File: config.mk
export PLATFORM = sky130hd
export DESIGN_NAME = iclm_monitor
export DESIGN_NICKNAME = d
export VERILOG_FILES = /design/src/common/iclm_pkg.sv /design/src/core/iclm_monitor.sv
export SDC_FILE = /design/constraint.sdc
export NUM_CORES = 1
export LEC_CHECK = 0
export ABC_AREA = 1
export BUFFER_PORTS_ARGS = -buffer_cell sky130_fd_sc_hd__buf_2
export CELL_PAD_IN_SITES_DETAIL_PLACEMENT = 1
export CELL_PAD_IN_SITES_GLOBAL_PLACEMENT = 1
export CORE_MARGIN = 2
export CORE_UTILIZATION = 43
export DETAILED_ROUTE_END_ITERATION = 10
export PLACE_DENSITY = 0.79
export SLEW_MARGIN = 20
export SYNTH_ARGS = -nofsm -noshare
export SYNTH_HDL_FRONTEND = slang
export SYNTH_SLANG_ARGS = --single-unit
File: constraint.sdc
create_clock -name aclk -period 3.1 [get_ports aclk]
set_input_delay 0.62 -clock aclk [delete_from_list [all_inputs] [get_ports aclk]]
set_output_delay 0.62 -clock aclk [all_outputs]
set_load 0.05 [all_outputs]
File: src/common/iclm_pkg.sv
// constants and carrier types for the input clock loss monitor
// assumes a single 40 MHz aclk and an AXI4-Lite register master
`default_nettype none
package iclm_pkg;
    localparam int NUM_IN = 2;
    localparam int CLK_HZ = 40_000_000;
    localparam int MS_PER_S = 1000;
    localparam int MS_CYCLES = CLK_HZ / MS_PER_S;

    // validation times in ms; one ms tick per count
    localparam logic [13:0] VAL_MS_00 = 14'h0002;
    localparam logic [13:0] VAL_MS_01 = 14'h0064;
    localparam logic [13:0] VAL_MS_10 = 14'h00c8;
    localparam logic [13:0] VAL_MS_11 = 14'h32c8;

    localparam logic [1:0] SEL_OFF = 2'h0;
    localparam logic [1:0] SEL_RSVD = 2'h1;
    localparam logic [1:0] SEL_SLOW = 2'h2;
    localparam logic [1:0] SEL_STD = 2'h3;
    localparam logic [1:0] VAL_2MS = 2'h0;

    // window = predivider times 2 (standard) or 8 (slow)
    localparam int STD_SHIFT = 1;
    localparam int SLOW_SHIFT = 3;
    localparam logic [3:0] MON_DIV_LAST = 4'h3;

    localparam logic [7:0] ADDR_CTRL = 8'h00;
    localparam logic [7:0] ADDR_PREDIV0 = 8'h04;
    localparam logic [7:0] ADDR_PREDIV1 = 8'h08;
    localparam logic [7:0] ADDR_STATUS = 8'h0c;
    localparam logic [7:0] ADDR_STICKY = 8'h10;
    localparam logic [7:0] ADDR_MASK = 8'h14;

    localparam logic [6:0] CTRL_RST = 7'h1f;
    localparam logic [15:0] PREDIV_RST = 16'h0100;
    localparam logic [1:0] RESP_OKAY = 2'h0;
    localparam logic [1:0] RESP_SLVERR = 2'h2;

    // control word: bit6 hold, bits5:4 validation, 3:0 selects
    typedef struct packed {
        logic force_digital_hold;
        logic [1:0] clock_validation_time;
        logic [NUM_IN-1:0][1:0] loss_detect_select;
    } iclm_ctrl_t;
endpackage
`default_nettype wire

File: src/core/iclm_monitor.sv
// loss-of-signal monitor for the input clocks, AXI4-Lite registers
// assumes input clock pins asynchronous and slower than aclk / 4
//
// The register offsets and register access over AXI4-Lite were left to the implementer.
`default_nettype none
module iclm_monitor #(
    parameter int MS_CYCLES_P = iclm_pkg::MS_CYCLES
) (
    input wire logic aclk,
    input wire logic aresetn,
    input wire logic [7:0] s_axi_awaddr,
    input wire logic s_axi_awvalid,
    output logic s_axi_awready,
    input wire logic [31:0] s_axi_wdata,
    input wire logic [3:0] s_axi_wstrb,
    input wire logic s_axi_wvalid,
    output logic s_axi_wready,
    output logic [1:0] s_axi_bresp,
    output logic s_axi_bvalid,
    input wire logic s_axi_bready,
    input wire logic [7:0] s_axi_araddr,
    input wire logic s_axi_arvalid,
    output logic s_axi_arready,
    output logic [31:0] s_axi_rdata,
    output logic [1:0] s_axi_rresp,
    output logic s_axi_rvalid,
    input wire logic s_axi_rready,
    input wire logic [iclm_pkg::NUM_IN-1:0] input_clock_n,
    input wire logic [iclm_pkg::NUM_IN-1:0] freq_offset_alarm,
    output logic [iclm_pkg::NUM_IN-1:0] input_bad_pin,
    output logic summary_alarm_pin,
    output logic digital_hold_req,
    output logic hitless_switch_ok,
    output logic irq
);
    localparam int N = iclm_pkg::NUM_IN;

    typedef enum logic [2:0] {
        ST_OK = 3'h1,
        ST_LOST = 3'h2,
        ST_VALID = 3'h4
    } iclm_state_t;

    // ****************************************
    // registers
    // ****************************************
    iclm_pkg::iclm_ctrl_t ctrl_reg;
    logic [N-1:0][15:0] prediv_reg;
    logic [N-1:0] sticky_reg;
    logic [N-1:0] mask_reg;
    logic [N-1:0] loss_alarm;
    logic [N-1:0] los_raw;
    logic [N-1:0] st_valid;

    logic [7:0] aw_addr_reg;
    logic aw_full_reg;
    logic [31:0] w_data_reg;
    logic [3:0] w_strb_reg;
    logic w_full_reg;
    logic do_write;
    logic [31:0] wmask;

    assign s_axi_awready = !aw_full_reg;
    assign s_axi_wready = !w_full_reg;
    assign s_axi_arready = !s_axi_rvalid;
    // address and data may arrive in either order
    assign do_write = aw_full_reg && w_full_reg && !s_axi_bvalid;
    assign wmask = {{8{w_strb_reg[3]}}, {8{w_strb_reg[2]}},
                    {8{w_strb_reg[1]}}, {8{w_strb_reg[0]}}};

    always_ff @(posedge aclk) begin
        if (!aresetn) begin
            aw_full_reg <= 1'b0;
            aw_addr_reg <= 8'h00;
        end else if (s_axi_awvalid && !aw_full_reg) begin
            aw_full_reg <= 1'b1;
            aw_addr_reg <= s_axi_awaddr;
        end else if (do_write) begin
            aw_full_reg <= 1'b0;
        end
    end

    always_ff @(posedge aclk) begin
        if (!aresetn) begin
            w_full_reg <= 1'b0;
            w_data_reg <= 32'h0000_0000;
            w_strb_reg <= 4'h0;
        end else if (s_axi_wvalid && !w_full_reg) begin
            w_full_reg <= 1'b1;
            w_data_reg <= s_axi_wdata;
            w_strb_reg <= s_axi_wstrb;
        end else if (do_write) begin
            w_full_reg <= 1'b0;
        end
    end

    logic [31:0] wr_ctrl;
    logic [31:0] wr_pd0;
    logic [31:0] wr_pd1;
    logic [31:0] wr_mask;
    assign wr_ctrl = ({25'h0, ctrl_reg} & ~wmask) | (w_data_reg & wmask);
    assign wr_pd0 = ({16'h0, prediv_reg[0]} & ~wmask)
                    | (w_data_reg & wmask);
    assign wr_pd1 = ({16'h0, prediv_reg[1]} & ~wmask)
                    | (w_data_reg & wmask);
    assign wr_mask = ({30'h0, mask_reg} & ~wmask) | (w_data_reg & wmask);

    always_ff @(posedge aclk) begin
        if (!aresetn) begin
            ctrl_reg <= iclm_pkg::CTRL_RST;
            prediv_reg <= {N{iclm_pkg::PREDIV_RST}};
            mask_reg <= '0;
            s_axi_bvalid <= 1'b0;
            s_axi_bresp <= iclm_pkg::RESP_OKAY;
        end else if (do_write) begin
            s_axi_bvalid <= 1'b1;
            s_axi_bresp <= iclm_pkg::RESP_OKAY;
            if (aw_addr_reg[7:2] == iclm_pkg::ADDR_CTRL[7:2]) begin
                ctrl_reg <= wr_ctrl[6:0];
            end else if (aw_addr_reg[7:2] == iclm_pkg::ADDR_PREDIV0[7:2]) begin
                prediv_reg[0] <= wr_pd0[15:0];
            end else if (aw_addr_reg[7:2] == iclm_pkg::ADDR_PREDIV1[7:2]) begin
                prediv_reg[1] <= wr_pd1[15:0];
            end else if (aw_addr_reg[7:2] == iclm_pkg::ADDR_MASK[7:2]) begin
                mask_reg <= wr_mask[N-1:0];
            end else if (aw_addr_reg[7:2] != iclm_pkg::ADDR_STICKY[7:2]
                         && aw_addr_reg[7:2] != iclm_pkg::ADDR_STATUS[7:2])
            begin
                s_axi_bresp <= iclm_pkg::RESP_SLVERR;
            end
        end else if (s_axi_bready) begin
            s_axi_bvalid <= 1'b0;
        end
    end

    // sticky copies: a set in the clearing cycle survives
    logic [N-1:0] sticky_clr;
    assign sticky_clr = (do_write && w_strb_reg[0]
        && aw_addr_reg[7:2] == iclm_pkg::ADDR_STICKY[7:2])
        ? w_data_reg[N-1:0] : '0;

    always_ff @(posedge aclk) begin
        if (!aresetn) begin
            sticky_reg <= '0;
        end else begin
            sticky_reg <= (sticky_reg & ~sticky_clr) | loss_alarm;
        end
    end

    always_ff @(posedge aclk) begin
        if (!aresetn) begin
            s_axi_rvalid <= 1'b0;
            s_axi_rdata <= 32'h0000_0000;
            s_axi_rresp <= iclm_pkg::RESP_OKAY;
        end else if (s_axi_arvalid && !s_axi_rvalid) begin
            s_axi_rvalid <= 1'b1;
            s_axi_rresp <= iclm_pkg::RESP_OKAY;
            s_axi_rdata <= 32'h0000_0000;
            if (s_axi_araddr[7:2] == iclm_pkg::ADDR_CTRL[7:2]) begin
                s_axi_rdata <= {25'h0, ctrl_reg};
            end else if (s_axi_araddr[7:2]
                         == iclm_pkg::ADDR_PREDIV0[7:2]) begin
                s_axi_rdata <= {16'h0, prediv_reg[0]};
            end else if (s_axi_araddr[7:2]
                         == iclm_pkg::ADDR_PREDIV1[7:2]) begin
                s_axi_rdata <= {16'h0, prediv_reg[1]};
            end else if (s_axi_araddr[7:2] == iclm_pkg::ADDR_STATUS[7:2]) begin
                s_axi_rdata <= {23'h0, summary_alarm_pin, digital_hold_req,
                                hitless_switch_ok, input_bad_pin, los_raw,
                                loss_alarm};
            end else if (s_axi_araddr[7:2] == iclm_pkg::ADDR_STICKY[7:2]) begin
                s_axi_rdata <= {30'h0, sticky_reg};
            end else if (s_axi_araddr[7:2] == iclm_pkg::ADDR_MASK[7:2]) begin
                s_axi_rdata <= {30'h0, mask_reg};
            end else begin
                s_axi_rresp <= iclm_pkg::RESP_SLVERR;
            end
        end else if (s_axi_rready) begin
            s_axi_rvalid <= 1'b0;
        end
    end

    // ****************************************
    // millisecond tick for validation
    // ****************************************
    logic [15:0] ms_cnt_reg;
    logic ms_tick;
    assign ms_tick = (ms_cnt_reg == 16'(MS_CYCLES_P - 1));

    always_ff @(posedge aclk) begin
        if (!aresetn || ms_tick) begin
            ms_cnt_reg <= 16'h0000;
        end else begin
            ms_cnt_reg <= ms_cnt_reg + 16'h0001;
        end
    end

    logic [13:0] val_limit;
    always_comb begin
        case (ctrl_reg.clock_validation_time)
            2'h0: val_limit = iclm_pkg::VAL_MS_00;
            2'h1: val_limit = iclm_pkg::VAL_MS_01;
            2'h2: val_limit = iclm_pkg::VAL_MS_10;
            default: val_limit = iclm_pkg::VAL_MS_11;
        endcase
    end

    // ****************************************
    // per-input detector and validation
    // ****************************************
    genvar i;
    generate
        for (i = 0; i < N; i = i + 1) begin : g_in
            logic s1_reg, s2_reg, s3_reg, lvl_reg, in_edge;
            logic [3:0] div_reg;
            logic mon_edge_reg;
            logic [19:0] idle_reg;
            logic [19:0] window;
            logic [13:0] limit_reg;
            logic [13:0] vcnt_reg;
            logic [1:0] sel;
            iclm_state_t st_reg;

            assign sel = ctrl_reg.loss_detect_select[i];
            // a change counts once stages two and three agree
            assign in_edge = (s2_reg == s3_reg) && (s3_reg != lvl_reg);

            always_ff @(posedge aclk) begin
                if (!aresetn) begin
                    s1_reg <= 1'b0;
                    s2_reg <= 1'b0;
                    s3_reg <= 1'b0;
                    lvl_reg <= 1'b0;
                end else begin
                    s1_reg <= input_clock_n[i];
                    s2_reg <= s1_reg;
                    s3_reg <= s2_reg;
                    if (s2_reg == s3_reg) begin
                        lvl_reg <= s3_reg;
                    end
                end
            end

            always_ff @(posedge aclk) begin
                if (!aresetn) begin
                    div_reg <= 4'h0;
                    mon_edge_reg <= 1'b0;
                end else begin
                    mon_edge_reg <= 1'b0;
                    if (in_edge) begin
                        div_reg <= div_reg + 4'h1;
                        if (div_reg == iclm_pkg::MON_DIV_LAST) begin
                            div_reg <= 4'h0;
                            mon_edge_reg <= 1'b1;
                        end
                    end
                end
            end

            assign window = (sel == iclm_pkg::SEL_SLOW)
                ? (20'(prediv_reg[i]) << iclm_pkg::SLOW_SHIFT)
                : (20'(prediv_reg[i]) << iclm_pkg::STD_SHIFT);

            always_ff @(posedge aclk) begin
                if (!aresetn || mon_edge_reg) begin
                    idle_reg <= 20'h00000;
                end else if (idle_reg != 20'hfffff) begin
                    idle_reg <= idle_reg + 20'h00001;
                end
            end

            // reserved select code behaves as off
            assign los_raw[i] = (sel[1] == 1'b1)
                && (idle_reg >= window);

            always_ff @(posedge aclk) begin
                if (!aresetn || sel[1] == 1'b0) begin
                    st_reg <= ST_OK;
                    vcnt_reg <= 14'h0000;
                    limit_reg <= iclm_pkg::VAL_MS_00;
                end else begin
                    case (st_reg)
                        ST_OK: begin
                            if (los_raw[i]) begin
                                st_reg <= ST_LOST;
                            end
                        end
                        ST_LOST: begin
                            if (!los_raw[i]) begin
                                st_reg <= ST_VALID;
                                vcnt_reg <= 14'h0000;
                                limit_reg <= val_limit;
                            end
                        end
                        ST_VALID: begin
                            if (los_raw[i]) begin
                                st_reg <= ST_LOST;
                            end else if (ms_tick) begin
                                vcnt_reg <= vcnt_reg + 14'h0001;
                                if (vcnt_reg + 14'h0001 >= limit_reg) begin
                                    st_reg <= ST_OK;
                                end
                            end
                        end
                        default: st_reg <= ST_OK;
                    endcase
                end
            end

            assign loss_alarm[i] = (st_reg != ST_OK);
            assign st_valid[i] = (st_reg == ST_VALID);

            property p_off_quiet;
                @(posedge aclk) disable iff (!aresetn)
                (sel == iclm_pkg::SEL_OFF) |=> !loss_alarm[i];
            endproperty
            a_off_quiet: assert property (p_off_quiet)
                else $error("alarm raised on disabled input");

            property p_edge_clears;
                @(posedge aclk) disable iff (!aresetn)
                (mon_edge_reg && prediv_reg[i] != 16'h0000)
                    |=> !los_raw[i];
            endproperty
            a_edge_clears: assert property (p_edge_clears)
                else $error("loss seen right after an edge");

            property p_restart;
                @(posedge aclk) disable iff (!aresetn)
                (st_valid[i] && los_raw[i] && sel[1])
                    |=> (st_reg == ST_LOST) ##1 !st_valid[i]
                        || vcnt_reg == 14'h0000;
            endproperty
            a_restart: assert property (p_restart)
                else $error("validation not restarted");

            property p_hold_until_valid;
                @(posedge aclk) disable iff (!aresetn)
                ($fell(loss_alarm[i]) && sel[1])
                    |-> $past(st_valid[i]) && $past(ms_tick);
            endproperty
            a_hold_until_valid: assert property (p_hold_until_valid)
                else $error("alarm cleared without validation");
        end
    endgenerate

    // ****************************************
    // alarm pins and interrupt
    // ****************************************
    always_ff @(posedge aclk) begin
        if (!aresetn) begin
            input_bad_pin <= '0;
            summary_alarm_pin <= 1'b0;
            digital_hold_req <= 1'b0;
            hitless_switch_ok <= 1'b0;
            irq <= 1'b0;
        end else begin
            input_bad_pin <= loss_alarm | freq_offset_alarm;
            summary_alarm_pin <= |(loss_alarm | freq_offset_alarm);
            // disabled inputs add no loss term here
            digital_hold_req <= ctrl_reg.force_digital_hold
                || (|freq_offset_alarm) || (|loss_alarm);
            hitless_switch_ok <= (ctrl_reg.clock_validation_time
                                  != iclm_pkg::VAL_2MS);
            irq <= |(sticky_reg & mask_reg);
        end
    end

    property p_summary;
        @(posedge aclk) disable iff (!aresetn)
        (|loss_alarm) |=> summary_alarm_pin && (|input_bad_pin);
    endproperty
    a_summary: assert property (p_summary)
        else $error("summary alarm dropped early");

    property p_irq;
        @(posedge aclk) disable iff (!aresetn)
        (|(sticky_reg & mask_reg)) |=> irq;
    endproperty
    a_irq: assert property (p_irq)
        else $error("unmasked sticky without interrupt");

    property p_hitless;
        @(posedge aclk) disable iff (!aresetn)
        (ctrl_reg.clock_validation_time == iclm_pkg::VAL_2MS)
            |=> !hitless_switch_ok;
    endproperty
    a_hitless: assert property (p_hitless)
        else $error("hitless allowed at 2 ms validation");

    property p_force_hold;
        @(posedge aclk) disable iff (!aresetn)
        ctrl_reg.force_digital_hold |=> digital_hold_req;
    endproperty
    a_force_hold: assert property (p_force_hold)
        else $error("force hold ignored");

    property p_bresp_hold;
        @(posedge aclk) disable iff (!aresetn)
        (s_axi_bvalid && !s_axi_bready) |=> s_axi_bvalid;
    endproperty
    a_bresp_hold: assert property (p_bresp_hold)
        else $error("write response withdrawn");
endmodule
`default_nettype wire

* After elaboration in Yosys (flattened, before gate mapping) *
Index checks and enable logic that the tools add are counted.

word-level totals
  flip-flop bits (word level) = 251
  input bits = 63
  output and inout port bits = 47
  logic and storage cells = 223

operators by class
  add/subtract/negate cells = 7
  magnitude comparators = 4
  eq/ne operators = 44
  multiplexer cells = 52
  bitwise gates (word level) = 22
  reductions and logical operators = 50

operators with widths
  operator                                                               count
  14-bit 2-to-1 mux                                                      6
  14-bit case mux with 2 select lines                                    2
  16-bit AND                                                             3
  16-bit 2-to-1 mux                                                      3
  14-bit case mux with 3 select lines                                    1
  20-bit by 1-bit adder with 20-bit output, second input constant        2
  20-bit by 19-bit >= comparator with 1-bit output                       2
  20-bit != test, second input constant                                  2
  19-bit 2-to-1 mux                                                      2
  16-bit bitwise OR                                                      2
  3-bit 2-to-1 mux                                                       10
  14-bit by 1-bit adder with 14-bit output, second input constant        2
  14-bit >= comparator                                                   2
  2-bit 2-to-1 mux                                                       14
  6-bit by 3-bit equality test with 1-bit output, second input constant  4
  4-bit AND reduction                                                    5
  6-bit by 2-bit equality test with 1-bit output, second input constant  3
  3-bit case mux with 3 select lines                                     2
  16-bit by 1-bit adder with 16-bit output, second input constant        1
  16-bit equality test, second input constant                            1
  16-bit inverter                                                        1
  2-bit nonzero test                                                     7
  6-bit by 1-bit equality test with 1-bit output, second input constant  2
  1-bit logical AND                                                      12
  other kinds (32)                                                       88

* Logic depth before layout (Yosys ltp) *
  word-level depth = 8
  mapped depth = 21
  mapped depth without buffers = 19

* Worst setup path after synthesis *
OpenSTA, ideal clock, no wires.

  path kind = reg-to-reg
  start point = register with a tool-made name
  end point = register g_in[1].vcnt_reg[12]
  library setup time = 124 ps
  arrival = 2580 ps
  data required time = 2976 ps
  setup slack = 396 ps
  stages on the path, launching flop included = 16
  path buffers = 2
  period minus slack after synthesis = 2704 ps
  cells stage by stage = dfxtp_1 -> inv_1 -> nor2_1 -> clkbuf_1 -> o21ai_0 -> ha_1 -> nand2_1 -> nor4_1 -> nand3_1 -> nand3_1 -> nand2_2 -> nand2_2 -> nand2_2 -> buf_4 -> o21ai_0 -> nor2_1

RTL lines
  item                  line                 RTL
  to (signal assigned)  iclm_monitor.sv:299  vcnt_reg <= vcnt_reg + 14'h0001;
  to (decl)             iclm_monitor.sv:220  logic [13:0] vcnt_reg;

==> out/metrics.yaml <==
wl_mm: 32.8
syn-cell-area_sq_um: 11400
grt_overflow: 0
synthCells: 1633
async_flop_share_pct: 0
gp_congestion: 0.844
start_util_pct: 43.7
ant_nets: 0
portBuffers: 69
cts.htree.levels: 1
ios: 110
end_kind: "flop"
path_clk_slew_ns: 0.06
cts_tree: "yes"
crit_top_cell: "nand2_1"
yosys_warnings: 0
leakagePower_nw: 5.75
fin_tns_setup_ns: 0
synth-xor-area-share_pct: 2.62
syn2layout_area_growth_pct: 14.1
maxSlewViolCount: 0
hold_viol: 0
yosysTopAreaCellShare_pct: 37.5
drive_gt1_share_pct: 10.2
synth_ff_type: "dfxtp_1"
setup_viol: 0
route.detailed.drc: 0
synthSimpleGateAreaFrac_pct: 25.2
status: "complete, no violations"
hpwlAfterDp_mm: 24.6
hold_class: "in2reg"
powerDensity_nw_per_um2: 534
ir_drop_v: 0.000322
dr.pass1.iters: 4
avgSynthCellArea_sq_um: 6.97
crit_chain: "inv_1 -> nor2_2 -> buf_12 -> inv_1 -> nand2_1 -> o21ai_0 -> ha_1 -> nand2_1 -> nor2_1 -> nor2b_1 -> nand4_1 -> nand4_1 -> nand2_2 -> inv_2 -> o21ai_4 -> nand2_4 -> buf_12 -> nand2_1 -> nand2_1 -> nor2_1"
slew_headroom_pct: 40.3
vias_per_cell: 5.29
die_h_microns: 167
period_needed_ns: 2.84
ys_top_cells_by_area: "dfxtp_1 (37%), nand2_1 (10%), inv_1 (7.2%), nor2_1 (6.9%), ha_1 (6.7%)"
max_stage_delay_ns: 0.37
antenna_found_initial: 0
num_rows: 59
root_buffer: "clkbuf_16"
synth_cell_types: 56
wl_per_cell_microns: 15.9
drt_iter0_drc: 562
grt_usage_pct: 23.6
drv_cap: 0
fmax_ghz: 0.353
die_x_microns: 167
yosys-top-cells-count: "nand2_1 (303), inv_1 (217), dfxtp_1 (213)"
fin_skew_ns: 0.00941
cts.sinks: 213
finalNetCount: 1834
synth_edf_count: 0
grt_pass1_wl_mm: 55.0
crit_fanout: 30
required_ns: 3.51
fp.dieArea_sq_um: 27800
first_global_vias: 11204
startpoint_type: "flop"
synth.mux.area_fraction_pct: 0.352
yosys.area_share.adder_pct: 6.70
ys_ff_latch: 213
synth-compound-area-share_pct: 17.1
grt_max_degree: 59
core_area_sq_um: 26100
yosysMostFrequentCell: "nand2_1"
insertion_delay_ns: 0.53
vias: 10909
antenna_cells: 0
clk_path_buf_depth: 3
crit_family: "simple AND/OR/NAND/NOR gates"
path_class: "reg2reg"
cp.arrival_ns: 3.25
cp_num_buf_inv: 5
place_area_sq_um: 12100
period_share_pct: 91.5
cp_slowest_cell: "dfxtp_2"
fin_area_sq_um: 13000
yosysSeqAreaShare_pct: 37.5
cts_hold_buf: 0
synth_top_family_by_area: "simple AND/OR/NAND/NOR gates"
tightest_slew_ns: 0.887
yosysTopAreaCell: "dfxtp_1"
cts_buffers: 25
-- cell type report --
class	instances	area [sq um]
clock inverters	11	155
well taps	335	419
repair buffers	95	578
fillers	3381	13100
multi-input cells	1146	6000
flip-flops and latches	213	4270
clock buffers	34	709
inverters	229	860
-- report_power, final --
| part | internal [W] | switching (W) |
|---|---|---|
| Sequential | 0.00286 | 0.000104 |
| Clock | 0.00193 | 0.00120 |
| Combinational | 0.000257 | 0.000586 |
| Total | 0.00505 | 0.00189 |
-- per-stage QoR --
step	util, %	cells	worst slack, ns	power [W]	hold slack (ns)
final	49.8	2063	0.264	0.00693	0.285
after global routing	49.8	2063	-0.000616	0.00724	0.298
after CTS	49.6	2059	0.0571	0.00699	0.270
after detailed placement	46.3	2014	0.0921	0.00385	0.403
after global placement	46.3	2014	0.215	0.00382	0.395
after floorplan	-	1650	0.396	0.00362	0.390
-- timing repair --
| action | 4_1_cts | 5_1_grt |
|---|---|---|
| setup buffers | 0 | 4 |
| resized for setup | 0 | 5 |
| endpoints found under the setup margin | 0 | 30 |
-- layout by cell type, fill, tap and decap left out, types with 4 or more instances in the layout --
cell type  instances
o211ai_1          13
nand3_1           65
clkinv_2           7
nor4_1            13
buf_2             69
nand4_1           27
a31oi_1            5
clkbuf_8           5
inv_1            217
clkinv_1           4
dfxtp_1          212
clkbuf_16         25
xor2_1            22
nor2_2            10
conb_1            18
o21ai_0          148
a211oi_1           8
xnor2_1           11
inv_2              8
ha_1              61
o21a_1             5
nand2_1          302
bufinv_16          4
clkbuf_1           4
nand3b_1           5
mux2i_1            4
a21oi_1          142
buf_4             23
nor3_1            27
o21bai_1           4
o21ai_1            5
nand2_2            7
nor2_1           206
-- cells by family after synthesis --
logic type,Yosys count
AND/OR/NAND/NOR,674
AO/OA/AOI/OAI,355
buffers and inverters,291
flip-flops,213
adder cells (fa/ha/maj),61
XOR/XNOR,34
multiplexers,4
other,1
-- per-layer routing --
| metal | vias up | share of wire (%) | global-route usage (%) |
|---|---|---|---|
| met5 | - | 0 | 0 |
| met4 | 0 | 2.3 | 6.37 |
| met3 | 49 | 3.9 | 3.42 |
| met2 | 176 | 47 | 40.3 |
| met1 | 5216 | 47 | 31.3 |
| li1 | 5468 | - | - |
-- worst paths after layout --
path	start	end	slack, ns	cells after the start
worst max-delay path	flop	g_in[0].vcnt_reg[0]	0.26	20
worst min-delay path	input_clock_n[1]	g_in[1].s1_reg	0.28	3
worst min register to register	g_in[1].s1_reg	g_in[1].s2_reg	0.42	2
worst max register to register	flop	g_in[0].vcnt_reg[0]	0.26	20
-- worst min-delay path, cell delays in order --
cell and delay (ns):
buf_2 0.08, nand2_1 0.04, inv_1 0.04
Note: power is estimated with default switching activity, not from simulation.
